--- src/verilog/frit_pkg.sv ---
// Purpose: Shared constants and types of the free-running and interval timer.
// Assumes: 100 MHz ref_clk, 4 MHz counting timebase, APB with one word per register.
// Notes: Byte address of a register is four times its index.
package frit_pkg;

	// Clock and timebase
	localparam int REF_CLK_HZ = 100_000_000;
	localparam int TIMEBASE_HZ = 4_000_000;
	localparam int TB_DIV = REF_CLK_HZ / TIMEBASE_HZ;

	// Periodic tick and counter wrap
	localparam int TICK_PERIOD_US = 1024;
	localparam int TICK_STEPS = TICK_PERIOD_US * (TIMEBASE_HZ / 1_000_000);
	localparam int WRAP_PERIOD_US = 16_384;
	localparam int WRAP_STEPS = WRAP_PERIOD_US * (TIMEBASE_HZ / 1_000_000);

	// Widths
	localparam int FREE_W = 16;
	localparam int INT_W = 12;
	localparam int ADDR_W = 12;
	localparam int DATA_W = 32;

	// Register indices
	localparam logic [7:0] IDX_FREE_LOW = 8'h20;
	localparam logic [7:0] IDX_FREE_HIGH = 8'h21;
	localparam logic [7:0] IDX_INT_LOW = 8'h26;
	localparam logic [7:0] IDX_INT_HIGH = 8'h27;
	localparam logic [7:0] IDX_RELOAD_LOW = 8'h28;
	localparam logic [7:0] IDX_RELOAD_HIGH = 8'h29;
	localparam logic [7:0] IDX_IRQ_CLEAR = 8'h2a;

	// Reset values
	localparam logic [15:0] FREE_RESET = 16'h0000;
	localparam logic [11:0] INT_RESET = 12'h000;
	localparam logic [7:0] BYTE_RESET = 8'h00;

	// Fields of the interrupt clear register
	localparam int IRQ_TICK_BIT = 0;
	localparam int IRQ_INTERVAL_BIT = 1;
	localparam int IRQ_WRAP_BIT = 2;

	// Fixed vectors and priorities
	localparam logic [15:0] VEC_TICK = 16'h0034;
	localparam logic [15:0] VEC_INTERVAL = 16'h0038;
	localparam logic [15:0] VEC_WRAP = 16'h0044;
	localparam logic [4:0] PRI_TICK = 5'h0d;
	localparam logic [4:0] PRI_INTERVAL = 5'h0e;
	localparam logic [4:0] PRI_WRAP = 5'h11;

	typedef struct packed {
		logic wrap;
		logic interval;
		logic tick;
	} frit_irq_t;

endpackage

--- src/verilog/frit_timebase.sv ---
// Purpose: Counting timebase of the timer, delivered as a one-cycle step.
// Assumes: DIV ref_clk cycles per timebase period.
// Notes: The timebase toggle reaches the register side through a two-flop crossing.
module frit_timebase #(
	parameter int DIV = 25
) (
	input wire logic ref_clk,
	input wire logic rstSyncN,
	output logic step
);

	localparam int CW = $clog2(DIV);
	localparam logic [CW-1:0] LAST = CW'(DIV - 1);

	logic [CW-1:0] divCount;
	logic tbToggle;
	logic syncA;
	logic syncB;
	logic syncC;
	logic divWrap;

	generate
		if (DIV < 2) begin : g_bad_div
			$error("frit_timebase: DIV must be at least 2");
		end
	endgenerate

	assign divWrap = (divCount == LAST);

	// Timebase divider, toggles once per period
	always_ff @(posedge ref_clk or negedge rstSyncN) begin
		if (!rstSyncN) begin
			divCount <= '0;
			tbToggle <= 1'b0;
		end else begin
			divCount <= divWrap ? '0 : divCount + CW'(1);
			tbToggle <= divWrap ? ~tbToggle : tbToggle;
		end
	end

	always_ff @(posedge ref_clk or negedge rstSyncN) begin
		if (!rstSyncN) begin
			syncA <= 1'b0;
			syncB <= 1'b0;
			syncC <= 1'b0;
			step <= 1'b0;
		end else begin
			syncA <= tbToggle;
			syncB <= syncA;
			syncC <= syncB;
			step <= syncB ^ syncC;
		end
	end

endmodule

--- src/verilog/frit_timer.sv ---
// Purpose: Free-running 16-bit counter and 12-bit interval timer behind APB.
// Assumes: APB master keeps to low byte first, high byte second.
// Notes: No wait state on any access; registers sit in the low byte.
//
// The APB register port was chosen for this implementation.
module frit_timer
	import frit_pkg::*;
#(
	parameter int DIV = TB_DIV
) (
	input wire logic ref_clk,
	input wire logic rstn,
	input wire logic psel,
	input wire logic penable,
	input wire logic pwrite,
	input wire logic [ADDR_W-1:0] paddr,
	input wire logic [DATA_W-1:0] pwdata,
	output logic [DATA_W-1:0] prdata,
	output logic pready,
	output logic pslverr,
	output logic tickIrq,
	output logic intervalIrq,
	output logic wrapIrq,
	output logic irqValid,
	output logic [15:0] irqVector,
	output logic [4:0] irqPriority,
	input wire logic irqAck
);

	logic rstMetaN;
	logic rstSyncN;

	logic tbStep;

	logic [FREE_W-1:0] freeCount;
	logic [FREE_W-1:0] next_freeCount;
	logic [7:0] freeLowHold;
	logic [7:0] freeHighHold;

	logic [INT_W-1:0] intCount;
	logic [INT_W-1:0] next_intCount;
	logic [3:0] intHighHold;
	logic [7:0] reloadLowPend;
	logic [INT_W-1:0] reload;

	frit_irq_t posted;
	frit_irq_t next_posted;
	frit_irq_t events;
	frit_irq_t swClear;
	frit_irq_t ackClear;
	frit_irq_t present;
	frit_irq_t next_present;

	// Refuse settings the logic cannot serve
	generate
		if (DIV < 2) begin : g_bad_div
			$error("frit_timer: DIV must be at least 2");
		end
		if (ADDR_W < 11) begin : g_bad_addr
			$error("frit_timer: ADDR_W too narrow for the register map");
		end
		if (FREE_W != 16 || INT_W != 12) begin : g_bad_width
			$error("frit_timer: counter widths are fixed by the byte map");
		end
	endgenerate

	// Bus decode
	wire setupPh = psel & ~penable;
	wire accessDone = psel & penable & pready;
	wire rdSetup = setupPh & ~pwrite;
	wire [7:0] addrIdx = paddr[9:2];
	wire addrAligned = (paddr[1:0] == 2'b00) && (paddr[ADDR_W-1:10] == '0);
	wire hitFreeLow = addrAligned && (addrIdx == IDX_FREE_LOW);
	wire hitFreeHigh = addrAligned && (addrIdx == IDX_FREE_HIGH);
	wire hitIntLow = addrAligned && (addrIdx == IDX_INT_LOW);
	wire hitIntHigh = addrAligned && (addrIdx == IDX_INT_HIGH);
	wire hitRelLow = addrAligned && (addrIdx == IDX_RELOAD_LOW);
	wire hitRelHigh = addrAligned && (addrIdx == IDX_RELOAD_HIGH);
	wire hitClr = addrAligned && (addrIdx == IDX_IRQ_CLEAR);
	wire mapped = hitFreeLow | hitFreeHigh | hitIntLow | hitIntHigh | hitRelLow
		| hitRelHigh | hitClr;
	wire writeRo = pwrite & (hitIntLow | hitIntHigh);
	wire next_err = setupPh & (~mapped | writeRo);
	wire wrOk = accessDone & pwrite & ~pslverr;
	wire wrFreeLow = wrOk & hitFreeLow;
	wire wrFreeHigh = wrOk & hitFreeHigh;
	wire wrRelLow = wrOk & hitRelLow;
	wire wrRelHigh = wrOk & hitRelHigh;
	wire wrClr = wrOk & hitClr;

	// Read data selection
	wire [2:0] postedBits = {posted.wrap, posted.interval, posted.tick};
	wire [7:0] rdByte =
		hitFreeLow ? freeCount[7:0] :
		hitFreeHigh ? freeHighHold :
		hitIntLow ? intCount[7:0] :
		hitIntHigh ? {4'h0, intHighHold} :
		hitRelLow ? reloadLowPend :
		hitRelHigh ? {4'h0, reload[11:8]} :
		hitClr ? {5'h00, postedBits} :
		BYTE_RESET;
	// Data and read side effects are taken at the setup edge
	wire [DATA_W-1:0] next_prdata = rdSetup ? {24'h000000, rdByte} : prdata;

	// Reset release through two flops
	// Asserts at once, releases on an edge so no flop sees a runt
	always_ff @(posedge ref_clk or negedge rstn) begin
		if (!rstn) begin
			rstMetaN <= 1'b0;
			rstSyncN <= 1'b0;
		end else begin
			rstMetaN <= 1'b1;
			rstSyncN <= rstMetaN;
		end
	end

	frit_timebase #(
		.DIV(DIV)
	) u_timebase (
		.ref_clk(ref_clk),
		.rstSyncN(rstSyncN),
		.step(tbStep)
	);

	// load all bits on high write
	assign next_freeCount = wrFreeHigh ? {pwdata[7:0], freeLowHold} :
		tbStep ? freeCount + 16'h0001 : freeCount;

	assign next_intCount = !tbStep ? intCount :
		(intCount == '0) ? reload : intCount - 12'h001;

	// A high write in the same cycle wins, so no tick or wrap event fires
	// tick every 4096 counts
	assign events.tick = tbStep && !wrFreeHigh && (freeCount[11:0] == 12'hfff);
	assign events.wrap = tbStep && !wrFreeHigh && (freeCount == 16'hffff);
	assign events.interval = tbStep && (intCount == '0);

	assign swClear.tick = wrClr & ~pwdata[IRQ_TICK_BIT];
	assign swClear.interval = wrClr & ~pwdata[IRQ_INTERVAL_BIT];
	assign swClear.wrap = wrClr & ~pwdata[IRQ_WRAP_BIT];

	assign ackClear = irqAck ? present : '0;

	// posted until cleared, new event wins
	assign next_posted = (posted & ~swClear & ~ackClear) | events;

	assign next_present.tick = next_posted.tick;
	assign next_present.interval = next_posted.interval & ~next_posted.tick;
	assign next_present.wrap = next_posted.wrap & ~next_posted.tick & ~next_posted.interval;

	wire [15:0] next_vector = next_present.tick ? VEC_TICK :
		next_present.interval ? VEC_INTERVAL :
		next_present.wrap ? VEC_WRAP : 16'h0000;
	wire [4:0] next_priority = next_present.tick ? PRI_TICK :
		next_present.interval ? PRI_INTERVAL :
		next_present.wrap ? PRI_WRAP : 5'h00;

	// APB slave, no wait state
	always_ff @(posedge ref_clk or negedge rstSyncN) begin
		if (!rstSyncN) begin
			pready <= 1'b0;
		end else begin
			pready <= setupPh;
		end
	end

	// Error flag stands with pready only
	always_ff @(posedge ref_clk or negedge rstSyncN) begin
		if (!rstSyncN) begin
			pslverr <= 1'b0;
		end else begin
			pslverr <= next_err;
		end
	end

	// Read data stands until the next read setup
	always_ff @(posedge ref_clk or negedge rstSyncN) begin
		if (!rstSyncN) begin
			prdata <= '0;
		end else begin
			prdata <= next_prdata;
		end
	end

	// Free-running counter
	always_ff @(posedge ref_clk or negedge rstSyncN) begin
		if (!rstSyncN) begin
			freeCount <= FREE_RESET;
		end else begin
			freeCount <= next_freeCount;
		end
	end

	always_ff @(posedge ref_clk or negedge rstSyncN) begin
		if (!rstSyncN) begin
			freeLowHold <= BYTE_RESET;
		end else if (wrFreeLow) begin
			freeLowHold <= pwdata[7:0];
		end
	end

	// Sampled at setup, so the high read returns this instant
	// capture high byte on low read
	always_ff @(posedge ref_clk or negedge rstSyncN) begin
		if (!rstSyncN) begin
			freeHighHold <= BYTE_RESET;
		end else if (rdSetup && hitFreeLow) begin
			freeHighHold <= freeCount[15:8];
		end
	end

	// Interval counter
	always_ff @(posedge ref_clk or negedge rstSyncN) begin
		if (!rstSyncN) begin
			intCount <= INT_RESET;
		end else begin
			intCount <= next_intCount;
		end
	end

	// nibble as of the last low read
	always_ff @(posedge ref_clk or negedge rstSyncN) begin
		if (!rstSyncN) begin
			intHighHold <= 4'h0;
		end else if (rdSetup && hitIntLow) begin
			intHighHold <= intCount[11:8];
		end
	end

	// Reload low byte waits for the nibble
	always_ff @(posedge ref_clk or negedge rstSyncN) begin
		if (!rstSyncN) begin
			reloadLowPend <= BYTE_RESET;
		end else if (wrRelLow) begin
			reloadLowPend <= pwdata[7:0];
		end
	end

	// Reload commits on nibble write
	always_ff @(posedge ref_clk or negedge rstSyncN) begin
		if (!rstSyncN) begin
			reload <= INT_RESET;
		end else if (wrRelHigh) begin
			reload <= {pwdata[3:0], reloadLowPend};
		end
	end

	always_ff @(posedge ref_clk or negedge rstSyncN) begin
		if (!rstSyncN) begin
			posted <= '0;
		end else begin
			posted <= next_posted;
		end
	end

	always_ff @(posedge ref_clk or negedge rstSyncN) begin
		if (!rstSyncN) begin
			present <= '0;
		end else begin
			present <= next_present;
		end
	end

	// Any request posted
	always_ff @(posedge ref_clk or negedge rstSyncN) begin
		if (!rstSyncN) begin
			irqValid <= 1'b0;
		end else begin
			irqValid <= |next_posted;
		end
	end

	always_ff @(posedge ref_clk or negedge rstSyncN) begin
		if (!rstSyncN) begin
			irqVector <= 16'h0000;
		end else begin
			irqVector <= next_vector;
		end
	end

	always_ff @(posedge ref_clk or negedge rstSyncN) begin
		if (!rstSyncN) begin
			irqPriority <= 5'h00;
		end else begin
			irqPriority <= next_priority;
		end
	end

	always_ff @(posedge ref_clk or negedge rstSyncN) begin
		if (!rstSyncN) begin
			tickIrq <= 1'b0;
		end else begin
			tickIrq <= next_posted.tick;
		end
	end

	always_ff @(posedge ref_clk or negedge rstSyncN) begin
		if (!rstSyncN) begin
			intervalIrq <= 1'b0;
		end else begin
			intervalIrq <= next_posted.interval;
		end
	end

	always_ff @(posedge ref_clk or negedge rstSyncN) begin
		if (!rstSyncN) begin
			wrapIrq <= 1'b0;
		end else begin
			wrapIrq <= next_posted.wrap;
		end
	end

endmodule

--- config.mk ---
export PLATFORM = sky130hd
export DESIGN_NAME = frit_timer
export DESIGN_NICKNAME = d
export VERILOG_FILES = /design/src/verilog/frit_pkg.sv /design/src/verilog/frit_timebase.sv /design/src/verilog/frit_timer.sv
export SDC_FILE = /design/constraint.sdc
export NUM_CORES = 1
export LEC_CHECK = 0
export BUFFER_PORTS_ARGS = -buffer_cell sky130_fd_sc_hd__buf_2
export CORE_MARGIN = 5
export CORE_UTILIZATION = 49
export DETAILED_ROUTE_END_ITERATION = 8
export GPL_TIMING_DRIVEN = 0
export HOLD_SLACK_MARGIN = 0.15
export PLACE_DENSITY = 0.83
export SYNTH_ARGS = -nofsm -noshare
export SYNTH_HDL_FRONTEND = slang
export SYNTH_HIERARCHICAL = 1
export SYNTH_SLANG_ARGS = --single-unit
--- constraint.sdc ---
create_clock -name ref_clk -period 3 [get_ports ref_clk]
set_clock_uncertainty 0.1 [all_clocks]
set_input_delay 0.15 -clock ref_clk [delete_from_list [all_inputs] [get_ports ref_clk]]
set_output_delay 0.15 -clock ref_clk [all_outputs]
set_load 0.03 [all_outputs]
# Yosys cells after proc, flatten, opt, wreduce, memory -nomap -nowiden
# Index checks and enable logic that the tools add are counted.
dict set report classes {
  n_eq_ne 10
  bitwise_logic 43
  n_mux 18
  add_sub_neg 3
  reduce_logical 20
}
# cell count
set op_table {}
lappend op_table {{equality test 8 x 6 -> 1 bit, second input constant} 7}
lappend op_table {{2-to-1 mux 8 bit} 5}
lappend op_table {{2-to-1 mux 16 bit} 2}
lappend op_table {{2-to-1 mux 7 bit} 3}
lappend op_table {{2-to-1 mux 5 bit} 4}
lappend op_table {{bitwise AND 1 bit} 19}
lappend op_table {{adder 16 x 1 -> 16 bit, second input constant} 1}
lappend op_table {{equality test 16 bit, second input constant} 1}
lappend op_table {{logical AND 1 bit} 14}
lappend op_table {{equality test 12 bit, second input constant} 1}
lappend op_table {{zero test 12 bit} 1}
lappend op_table {{2-to-1 mux 12 bit} 1}
lappend op_table {{subtractor 12 x 1 -> 12 bit, second input constant} 1}
lappend op_table {{NOT 1 bit} 10}
lappend op_table {{bitwise OR 1 bit} 8}
lappend op_table {{bitwise AND 3 bit} 2}
lappend op_table {{2-to-1 mux 3 bit} 2}
lappend op_table {{NOT 3 bit} 2}
lappend op_table {{adder 5 x 1 -> 5 bit, second input constant} 1}
lappend op_table {{equality test 5 bit, second input constant} 1}
lappend op_table {{zero test 2 bit} 2}
lappend op_table {{2-to-1 mux 4 bit} 1}
lappend op_table {{bitwise OR 3 bit} 1}
lappend op_table {{OR reduction 3 bit} 1}
lappend op_table {{3 further kinds} 3}
dict set report totals {
  regBits 108
  elab_cells 120
}

# Logic depth before layout (Yosys ltp)
# Gate-level depths: netlist of the first run.
dict set report logic_depth {
  depth_word 16
  ltp_mapped 8
}

# Modules after synthesis
# The synthesis of the first run kept the hierarchy.
# mod instances cells_each area_per_inst_um2
set modules_own_cells {}
lappend modules_own_cells {frit_timer 1 451 4669.5}
lappend modules_own_cells {frit_timebase 1 32 391.6}

# Worst setup path after synthesis of the first run
# OpenSTA, ideal clock, no wires.
dict set report synth_timing {
  path_type {reg-to-reg}
  startpoint {register intCount[0]}
  endpoint {register intCount[1]}
  path_buffers 1
  setup_ns 0.137
  required_ns 2.763
  path_slack_ns 0.554
  stages_incl_launch_ff 9
  t_arrival_ns 2.209
  cell_sequence {dfrtp_1 > inv_1 > ha_1 > or4b_2 > nor4_2 > clkbuf_1 > nor2_1 > a21oi_1 > a21oi_1}
}
dict set report synth_between {
  elab_chain_cells 2
  elab_cells_between_ends 3
  classes_between {1 x add/sub; 1 x mux; 1 x reduce/logical}
}
# item line
set synth_lines {}
lappend synth_lines {{start: declaration} frit_timer.sv:40} ;# logic [INT_W-1:0] intCount;
lappend synth_lines {{start signal: assignment} frit_timer.sv:217} ;# intCount <= next_intCount;
lappend synth_lines {{subtractor 12 x 1 -> 12 bit / zero test 12 bit (equally long branches)} frit_timer.sv:130} ;# (intCount == '0) ? reload : intCount - 12'h001;
lappend synth_lines {{2-to-1 mux 12 bit *} frit_timer.sv:130}
# Every way passes the cells marked *; elsewhere a longest branch is shown, timed or not.
# A chain may end at the register's enable or synchronous reset.

# Worst setup path in the final report of the first run
dict set report layout_timing {
  startpoint {register intCount[0]}
  endpoint {register intCount[9]}
}
# The elaborated chain is that of the path after synthesis.

==> results of run 1 <==
==> power by group <==
part           internal (µW)  total [µW]  switching [µW]  leakage (µW)
registers               1370        1400            29.0       0.00127
clock network            480         950             470      0.000109
logic                    129         373             244       0.00145
total                   1980        2720             743       0.00283
==> metal layers <==
metal | track usage, % | vias up
met2 | 30.9 | 163
met1 | 26.6 | 1899
met5 | 0 | -
met3 | 3.86 | 20
li1 | - | 1869
met4 | 6.57 | 0
==> flip-flops by register name (all words and copies together), names as in the netlist, 4 cells and up <==
register / count
freeLowHold: 8
reload: 12
u_timebase/divCount: 5
reloadLowPend: 8
prdata: 8
irqVector: 4
intHighHold: 4
intCount: 12
freeHighHold: 8
freeCount: 16
==> cells in the mapped netlist (4+ instances only) <==
cell type and count:
dfrtp_1 99, buf_4 43, mux2_2 43, nand2_1 43
o21ai_0 42, nor2_1 24, inv_1 14, xor2_1 13
a21oi_1 12, clkbuf_1 11, nand3_1 9, or3_1 9
nand2b_1 8, nor3_1 8, a22oi_1 7, nor4_1 7
a31oi_1 6, nand4_1 6, ha_1 5, mux2i_1 5
o22ai_1 5, xnor2_1 5, or4_1 4
==> kinds of logic (layout without fill, tap and decap cells) <==
kind of cell	after synthesis	in the layout	share of synthesized area [%]
buf+inv	72	153	8.58
other cells	2	36	0.148
mux	48	48	10.6
fa+ha+maj	5	5	1.24
simple gates	141	141	15.2
compound gates	98	98	12.2
xor+xnor	18	18	3.11
flops	99	99	48.9
==> final cells by class <==
class	instances	area (µm²)	share of cell area, %
sequential	99	2480	41.1
multi-input combinational	346	2300	38.1
timing repair buffer	65	428	7.09
buffer	58	382	6.33
tap	136	170	2.82
clock buffer	10	128	2.12
clock inverter	6	96.3	1.60
inverter	14	52.6	0.871
==> metrics by stage <==
step	util, %	instances	setup slack (ns)
floorplan	-	517	0.554
global placement	55.0	701	0.120
detailed placement	55.3	702	0.0158
CTS	59.1	734	0.107
global route	59.2	734	0.0117
finish	59.2	734	0.108
==> critical path, delay by kind of cell (launching register included) <==
family | cells | cell delay, ns
simple gates | 2 | 1.09
flops | 1 | 0.49
buf+inv | 2 | 0.57
fa+ha+maj | 1 | 0.16
compound gates | 2 | 0.38
==> path summary, 6_finish.rpt <==
path / end / slack (ns) / cells after the start
max in group asynchronous: intCount[11] / 1.94 / 1
min: prdata[0] / 0.17 / 4
max: intCount[9] / 0.11 / 7
min in group asynchronous: freeCount[2] / 0.21 / 0
min reg2reg: freeCount[2] / 0.21 / 0
max reg2reg: intCount[9] / 0.11 / 7
==> timing repair <==
item,in CTS,in global routing
hold buffers,16,0
endpoints found under the setup margin,1,8
resized for setup,1,2
hold endpoints to repair,41,0
==> results.yml, run 1 <==
outcome:
  status: "complete, no violations"
power:
  irDropWorstVdd_mv: 0.221
  finalPower_uw: 2720
  p_leak_uw: 0.00283
  power_density_mw_per_mm2: 451
synthesis:
  ys_ff_latch: 99
  synth_area_leaders: "dfrtp_1 49%, mux2_2 9.6%, buf_4 6.4%"
  synth-edff-count: 0
  netlist_instances: 483
  yosysSeqAreaShare_pct: 48.9
  synth_area_mm2: 0.00506
  synthArstFlopShare_pct: 100
  synthFlopType: "dfrtp_1"
  yosys_warnings: 6
  synth_top_area_share_pct: 48.9
  synth_top_cell_by_area: "dfrtp_1"
  synth_area_per_cell_um2: 10.5
  synthDistinctLibCells: 57
sta:
  post-route-period-util_pct: 96.4
  fin_setup_tns_ns: 0
  hold_violations: 0
  fmax_mhz: 346
  rsz0062_at_grt: "false"
  slew_headroom_pct: 38.9
  finalCriticalPeriod_ns: 2.89
  tightest_slew_ns: 0.904
  holdWs_ns: 0.170
  setup_violations: 0
  final_max_slew_viol_count: 0
route:
  wl_mm: 12.1
  wl_met3_mm: 1.01
  via_count: 3951
  drc_errors: 0
  ant_nets: 0
  first_pass_iters: 6
  met2_wirelength_mm: 5.66
  wl_per_cell_um: 16.5
  drt_iter0_markers: 321
  highest_layer: "met4"
  routed_via_density: 5.38
  met1Wirelength_mm: 5.23
worst_setup_path:
  worstPathRequired_ns: 3.17
  cp-start-kind: "flip-flop"
  critPathLaunch: "intCount[0]"
  critPathMaxStageDelay_ns: 0.63
  slowest_stage: "or4b_2"
  cp_max_fo: 10
  r2r-start: "intCount[0]"
  crit_chain: "inv_1 > ha_1 > or4b_2 > nor4_4 > clkbuf_1 > o21ai_0 > a22oi_1"
  crit_type: "flip-flop to flip-flop"
  end_kind: "flip-flop"
  cp_data_arrival_time_ns: 3.07
final_layout:
  antennaDiodeCount: 0
  syn2layout_area_growth_pct: 19.2
  nFillCells: 860
  stdcell_area_mm2: 0.00603
  drive_gt1_share_pct: 28.3
  mostFrequentLayoutCell: "dfrtp_1"
  layout_common_cells: "98 x dfrtp_1, 50 x buf_2, 43 x nand2_1, 43 x mux2_2, 43 x buf_4"
  finalNetCount: 648
floorplan:
  die_h_um: 112
  die_x_um: 112
  die_area_mm2: 0.0125
  start_util_pct: 49.7
  ios: 109
  fp-row-count: 37
  core_mm2: 0.0102
clock_tree:
  cts_sinks: 99
  cts_tree: "done"
  clock_path_buffers: 2
  cts_inserted_buffers: 9
  path_clk_slew_ns: 0.10
  htree_levels: 3
  post-cts-setup-buffers: 0
  root_buffer: "clkbuf_8"
  clk_latency_ns: 0.36
place:
  gp_congestion: 0.876
  place_area_mm2: 0.00563
  post-dp-hpwl_mm: 8.94
  port_buffers: 48
worst_hold_path:
  worstHoldStart: "pwrite"
  holdCritPathClass: "primary input to flip-flop"
global_routing:
  first_global_vias: 3858
  grt_pass1_wl_mm: 19.7
  antenna_found_initial: 0
  grt_max_degree: 60
  grt_usage_pct: 19.4
  overflow: 0
run:
  cap_violations: 0
(Power assumes the default switching activity.)
==> run 2, diff against run 1 <==
--- a/config.mk
+++ b/config.mk
@@ -5,13 +5,14 @@
 export SDC_FILE = /design/constraint.sdc
 export NUM_CORES = 1
 export LEC_CHECK = 0
+export ABC_AREA = 1
 export BUFFER_PORTS_ARGS = -buffer_cell sky130_fd_sc_hd__buf_2
 export CORE_MARGIN = 5
-export CORE_UTILIZATION = 49
+export CORE_UTILIZATION = 50
 export DETAILED_ROUTE_END_ITERATION = 8
 export GPL_TIMING_DRIVEN = 0
 export HOLD_SLACK_MARGIN = 0.15
-export PLACE_DENSITY = 0.83
+export PLACE_DENSITY = 0.84
 export SYNTH_ARGS = -nofsm -noshare
 export SYNTH_HDL_FRONTEND = slang
 export SYNTH_HIERARCHICAL = 1
==> results.yml, run 2 <==
final_layout:
  syn2layout_area_growth_pct: 17.9
  antennaDiodeCount: 0
  top_regs: "freeCount: 16 flops, intCount: 12 flops, reload: 12 flops"
  finalNetCount: 823
  layout_common_cells: "151 x nand2_1, 98 x dfrtp_1, 79 x inv_1"
  largest_reg_flops: 16
  top_register: "freeCount"
  drive_gt1_share_pct: 19.5
  mostFrequentLayoutCell: "nand2_1"
power:
  p_sw_share_pct: 27.1
  p_sw_uw: 681
  p_leak_uw: 0.00313
  power.internal_uw: 1830
  clkPwrFrac_pct: 35.6
  pwr-share-seq_pct: 54.0
  power_density_mw_per_mm2: 402
  combPwrFrac_pct: 10.4
  irDropWorstVdd_mv: 0.208
route:
  ant_nets: 0
  drc_errors: 0
  wl_mm: 12.9
  drt_iter0_markers: 475
  routed_via_density: 5.05
  first_pass_iters: 5
  via_count: 4592
  wl_per_cell_um: 14.1
worst_setup_path:
  crit_type: "primary input to flip-flop"
  cp-start-kind: "primary input"
  cp_data_arrival_time_ns: 2.66
  r2r_end: "irqVector[2]"
  r2r-start: "pready"
  worstPathRequired_ns: 3.21
  rrSetupSlack_ns: 0.77
  end_kind: "flip-flop"
  cp_max_fo: 10
  rr_worst_depth: 8
global_routing:
  grt_pass1_wl_mm: 21.0
  grt_usage_pct: 20.4
  first_global_vias: 4343
  grt_max_degree: 67
  overflow: 0
  antenna_found_initial: 0
place:
  port_buffers: 49
  post-dp-hpwl_mm: 9.74
  gp_congestion: 0.904
synthesis:
  synth_top_cell_by_area: "dfrtp_1"
  synth_area_mm2: 0.00530
  synth_top_area_share_pct: 46.8
  synthFlopType: "dfrtp_1"
  yosys_warnings: 6
  synthDistinctLibCells: 40
  synthTopCellsByCount: "151 x nand2_1, 99 x dfrtp_1, 79 x inv_1"
  synth_area_per_cell_um2: 8.08
  synth_most_common_cell: "nand2_1"
  ys_ff_latch: 99
  netlist_instances: 656
  synthArstFlopShare_pct: 100
  yosysSeqAreaShare_pct: 46.8
  synth_area_leaders: "dfrtp_1 47%, nand2_1 11%, buf_4 6.1%"
  synth-edff-count: 0
sta:
  setup_violations: 0
  hold_violations: 0
  finalCriticalPeriod_ns: 2.44
  slew_headroom_pct: 54.8
  fmax_mhz: 409
  rsz0062_at_grt: "false"
  tightest_slew_ns: 0.673
  final_max_slew_viol_count: 0
  post-route-period-util_pct: 81.5
  holdWs_ns: 0.168
  fin_setup_tns_ns: 0
clock_tree:
  cts_tree: "done"
  cts_inserted_buffers: 9
  root_buffer: "clkbuf_8"
  clock_path_buffers: 2
  clk_latency_ns: 0.36
  path_clk_slew_ns: 0.10
  htree_levels: 3
  cts_sinks: 99
floorplan:
  die_h_um: 113
  ios: 109
  core_mm2: 0.0103
  die_area_mm2: 0.0128
  start_util_pct: 51.3
  fp-row-count: 37
  die_x_um: 113
outcome:
  status: "complete, no violations"
worst_hold_path:
  holdCritPathClass: "flip-flop to asynchronous set/reset pin"
run:
  cap_violations: 0
==> run 2: changes by cell type after synthesis, moves of 8 or more <==
cell      before  now
or3_1          9    0
inv_1         14   79
nand3_1        9   49
nand2_1       43  151
o21ai_1        0   20
mux2_2        43    3
nand2b_1       8    0
nor2_1        24   46
==> run 2: cells by family (layout without fill, tap and decap cells) <==
kind of cell / after synthesis / in the layout / share of synthesized area (%)
xor+xnor: 17 / 17 / 2.81
mux: 3 / 3 / 0.637
flops: 99 / 99 / 46.8
other cells: 2 / 36 / 0.142
buf+inv: 142 / 225 / 13.5
simple gates: 291 / 291 / 24.5
compound gates: 97 / 97 / 10.5
fa+ha+maj: 5 / 5 / 1.18
==> run 2: how the worst max path moves through the flow <==
stage,slack [ns],endpoint,start,depth (start not counted)
final,0.56,prdata[1],penable,10
after detailed placement,1.08,irqVector[6],intCount[0],11
after CTS,0.61,prdata[1],penable,10
after floorplan,1.24,freeCount[0],rstSyncN,0
after global placement,0.68,prdata[4],rstSyncN,0
after global routing,0.40,prdata[3],penable,10
==> run 2: critical path: stages <==
cell,delay [ns]
dlygate4sd3_1,0.53
buf_2,0.13
nor2_1,0.10
dlygate4sd3_1,0.58
inv_1,0.06
nor2_2,0.33
clkinv_1,0.38
a21oi_1,0.22
o21ai_1,0.11
nand2_1,0.06
==> run 2: power groups by stage <==
stage               logic [µW]  clock network, µW  registers, µW
global route               280                956           1360
finish                     260                896           1360
global placement           219                  0           1400
floorplan                  159                  0           1410
CTS                        259                904           1360
detailed placement         243                  0           1380
==> run 2: layout make-up <==
class                   count  area, µm²
inverters                  88        330
multi-input cells         449       2230
fillers                   909       4080
repair buffers             67        443
clock inverters             7       81.3
flip-flops and latches     99       2480
clock buffers               9        124
well taps                 136        170
plain buffers              54        384
==> run 2: per-stage QoR <==
stage	total power, µW	cell area [µm²]	util, %	worst slack (ns)	cells
after CTS	2520	6250	60.5	0.607	909
final	2510	6250	60.5	0.556	909
after floorplan	1570	5430	-	1.24	690
after global routing	2600	6250	60.5	0.400	909
after detailed placement	1630	5870	56.9	1.08	876
after global placement	1620	5840	56.6	0.681	875
==> run 2: metal layers <==
| metal | global-route usage (%) | up-vias | routed length, µm |
|---|---|---|---|
| met5 | 0 | - | 0 |
| met1 | 26.4 | 2128 | 5430 |
| met4 | 7.21 | 0 | 279 |
| met3 | 4.06 | 24 | 1010 |
| met2 | 34.2 | 179 | 6130 |
| li1 | - | 2261 | - |
==> run 2: timing repair <==
| action | CTS | global route |
|---|---|---|
| hold buffers | 17 | 0 |
| endpoints found under the hold margin | 47 | 0 |
| buffers inserted | 0 | 0 |
| gates resized for setup | 0 | 0 |
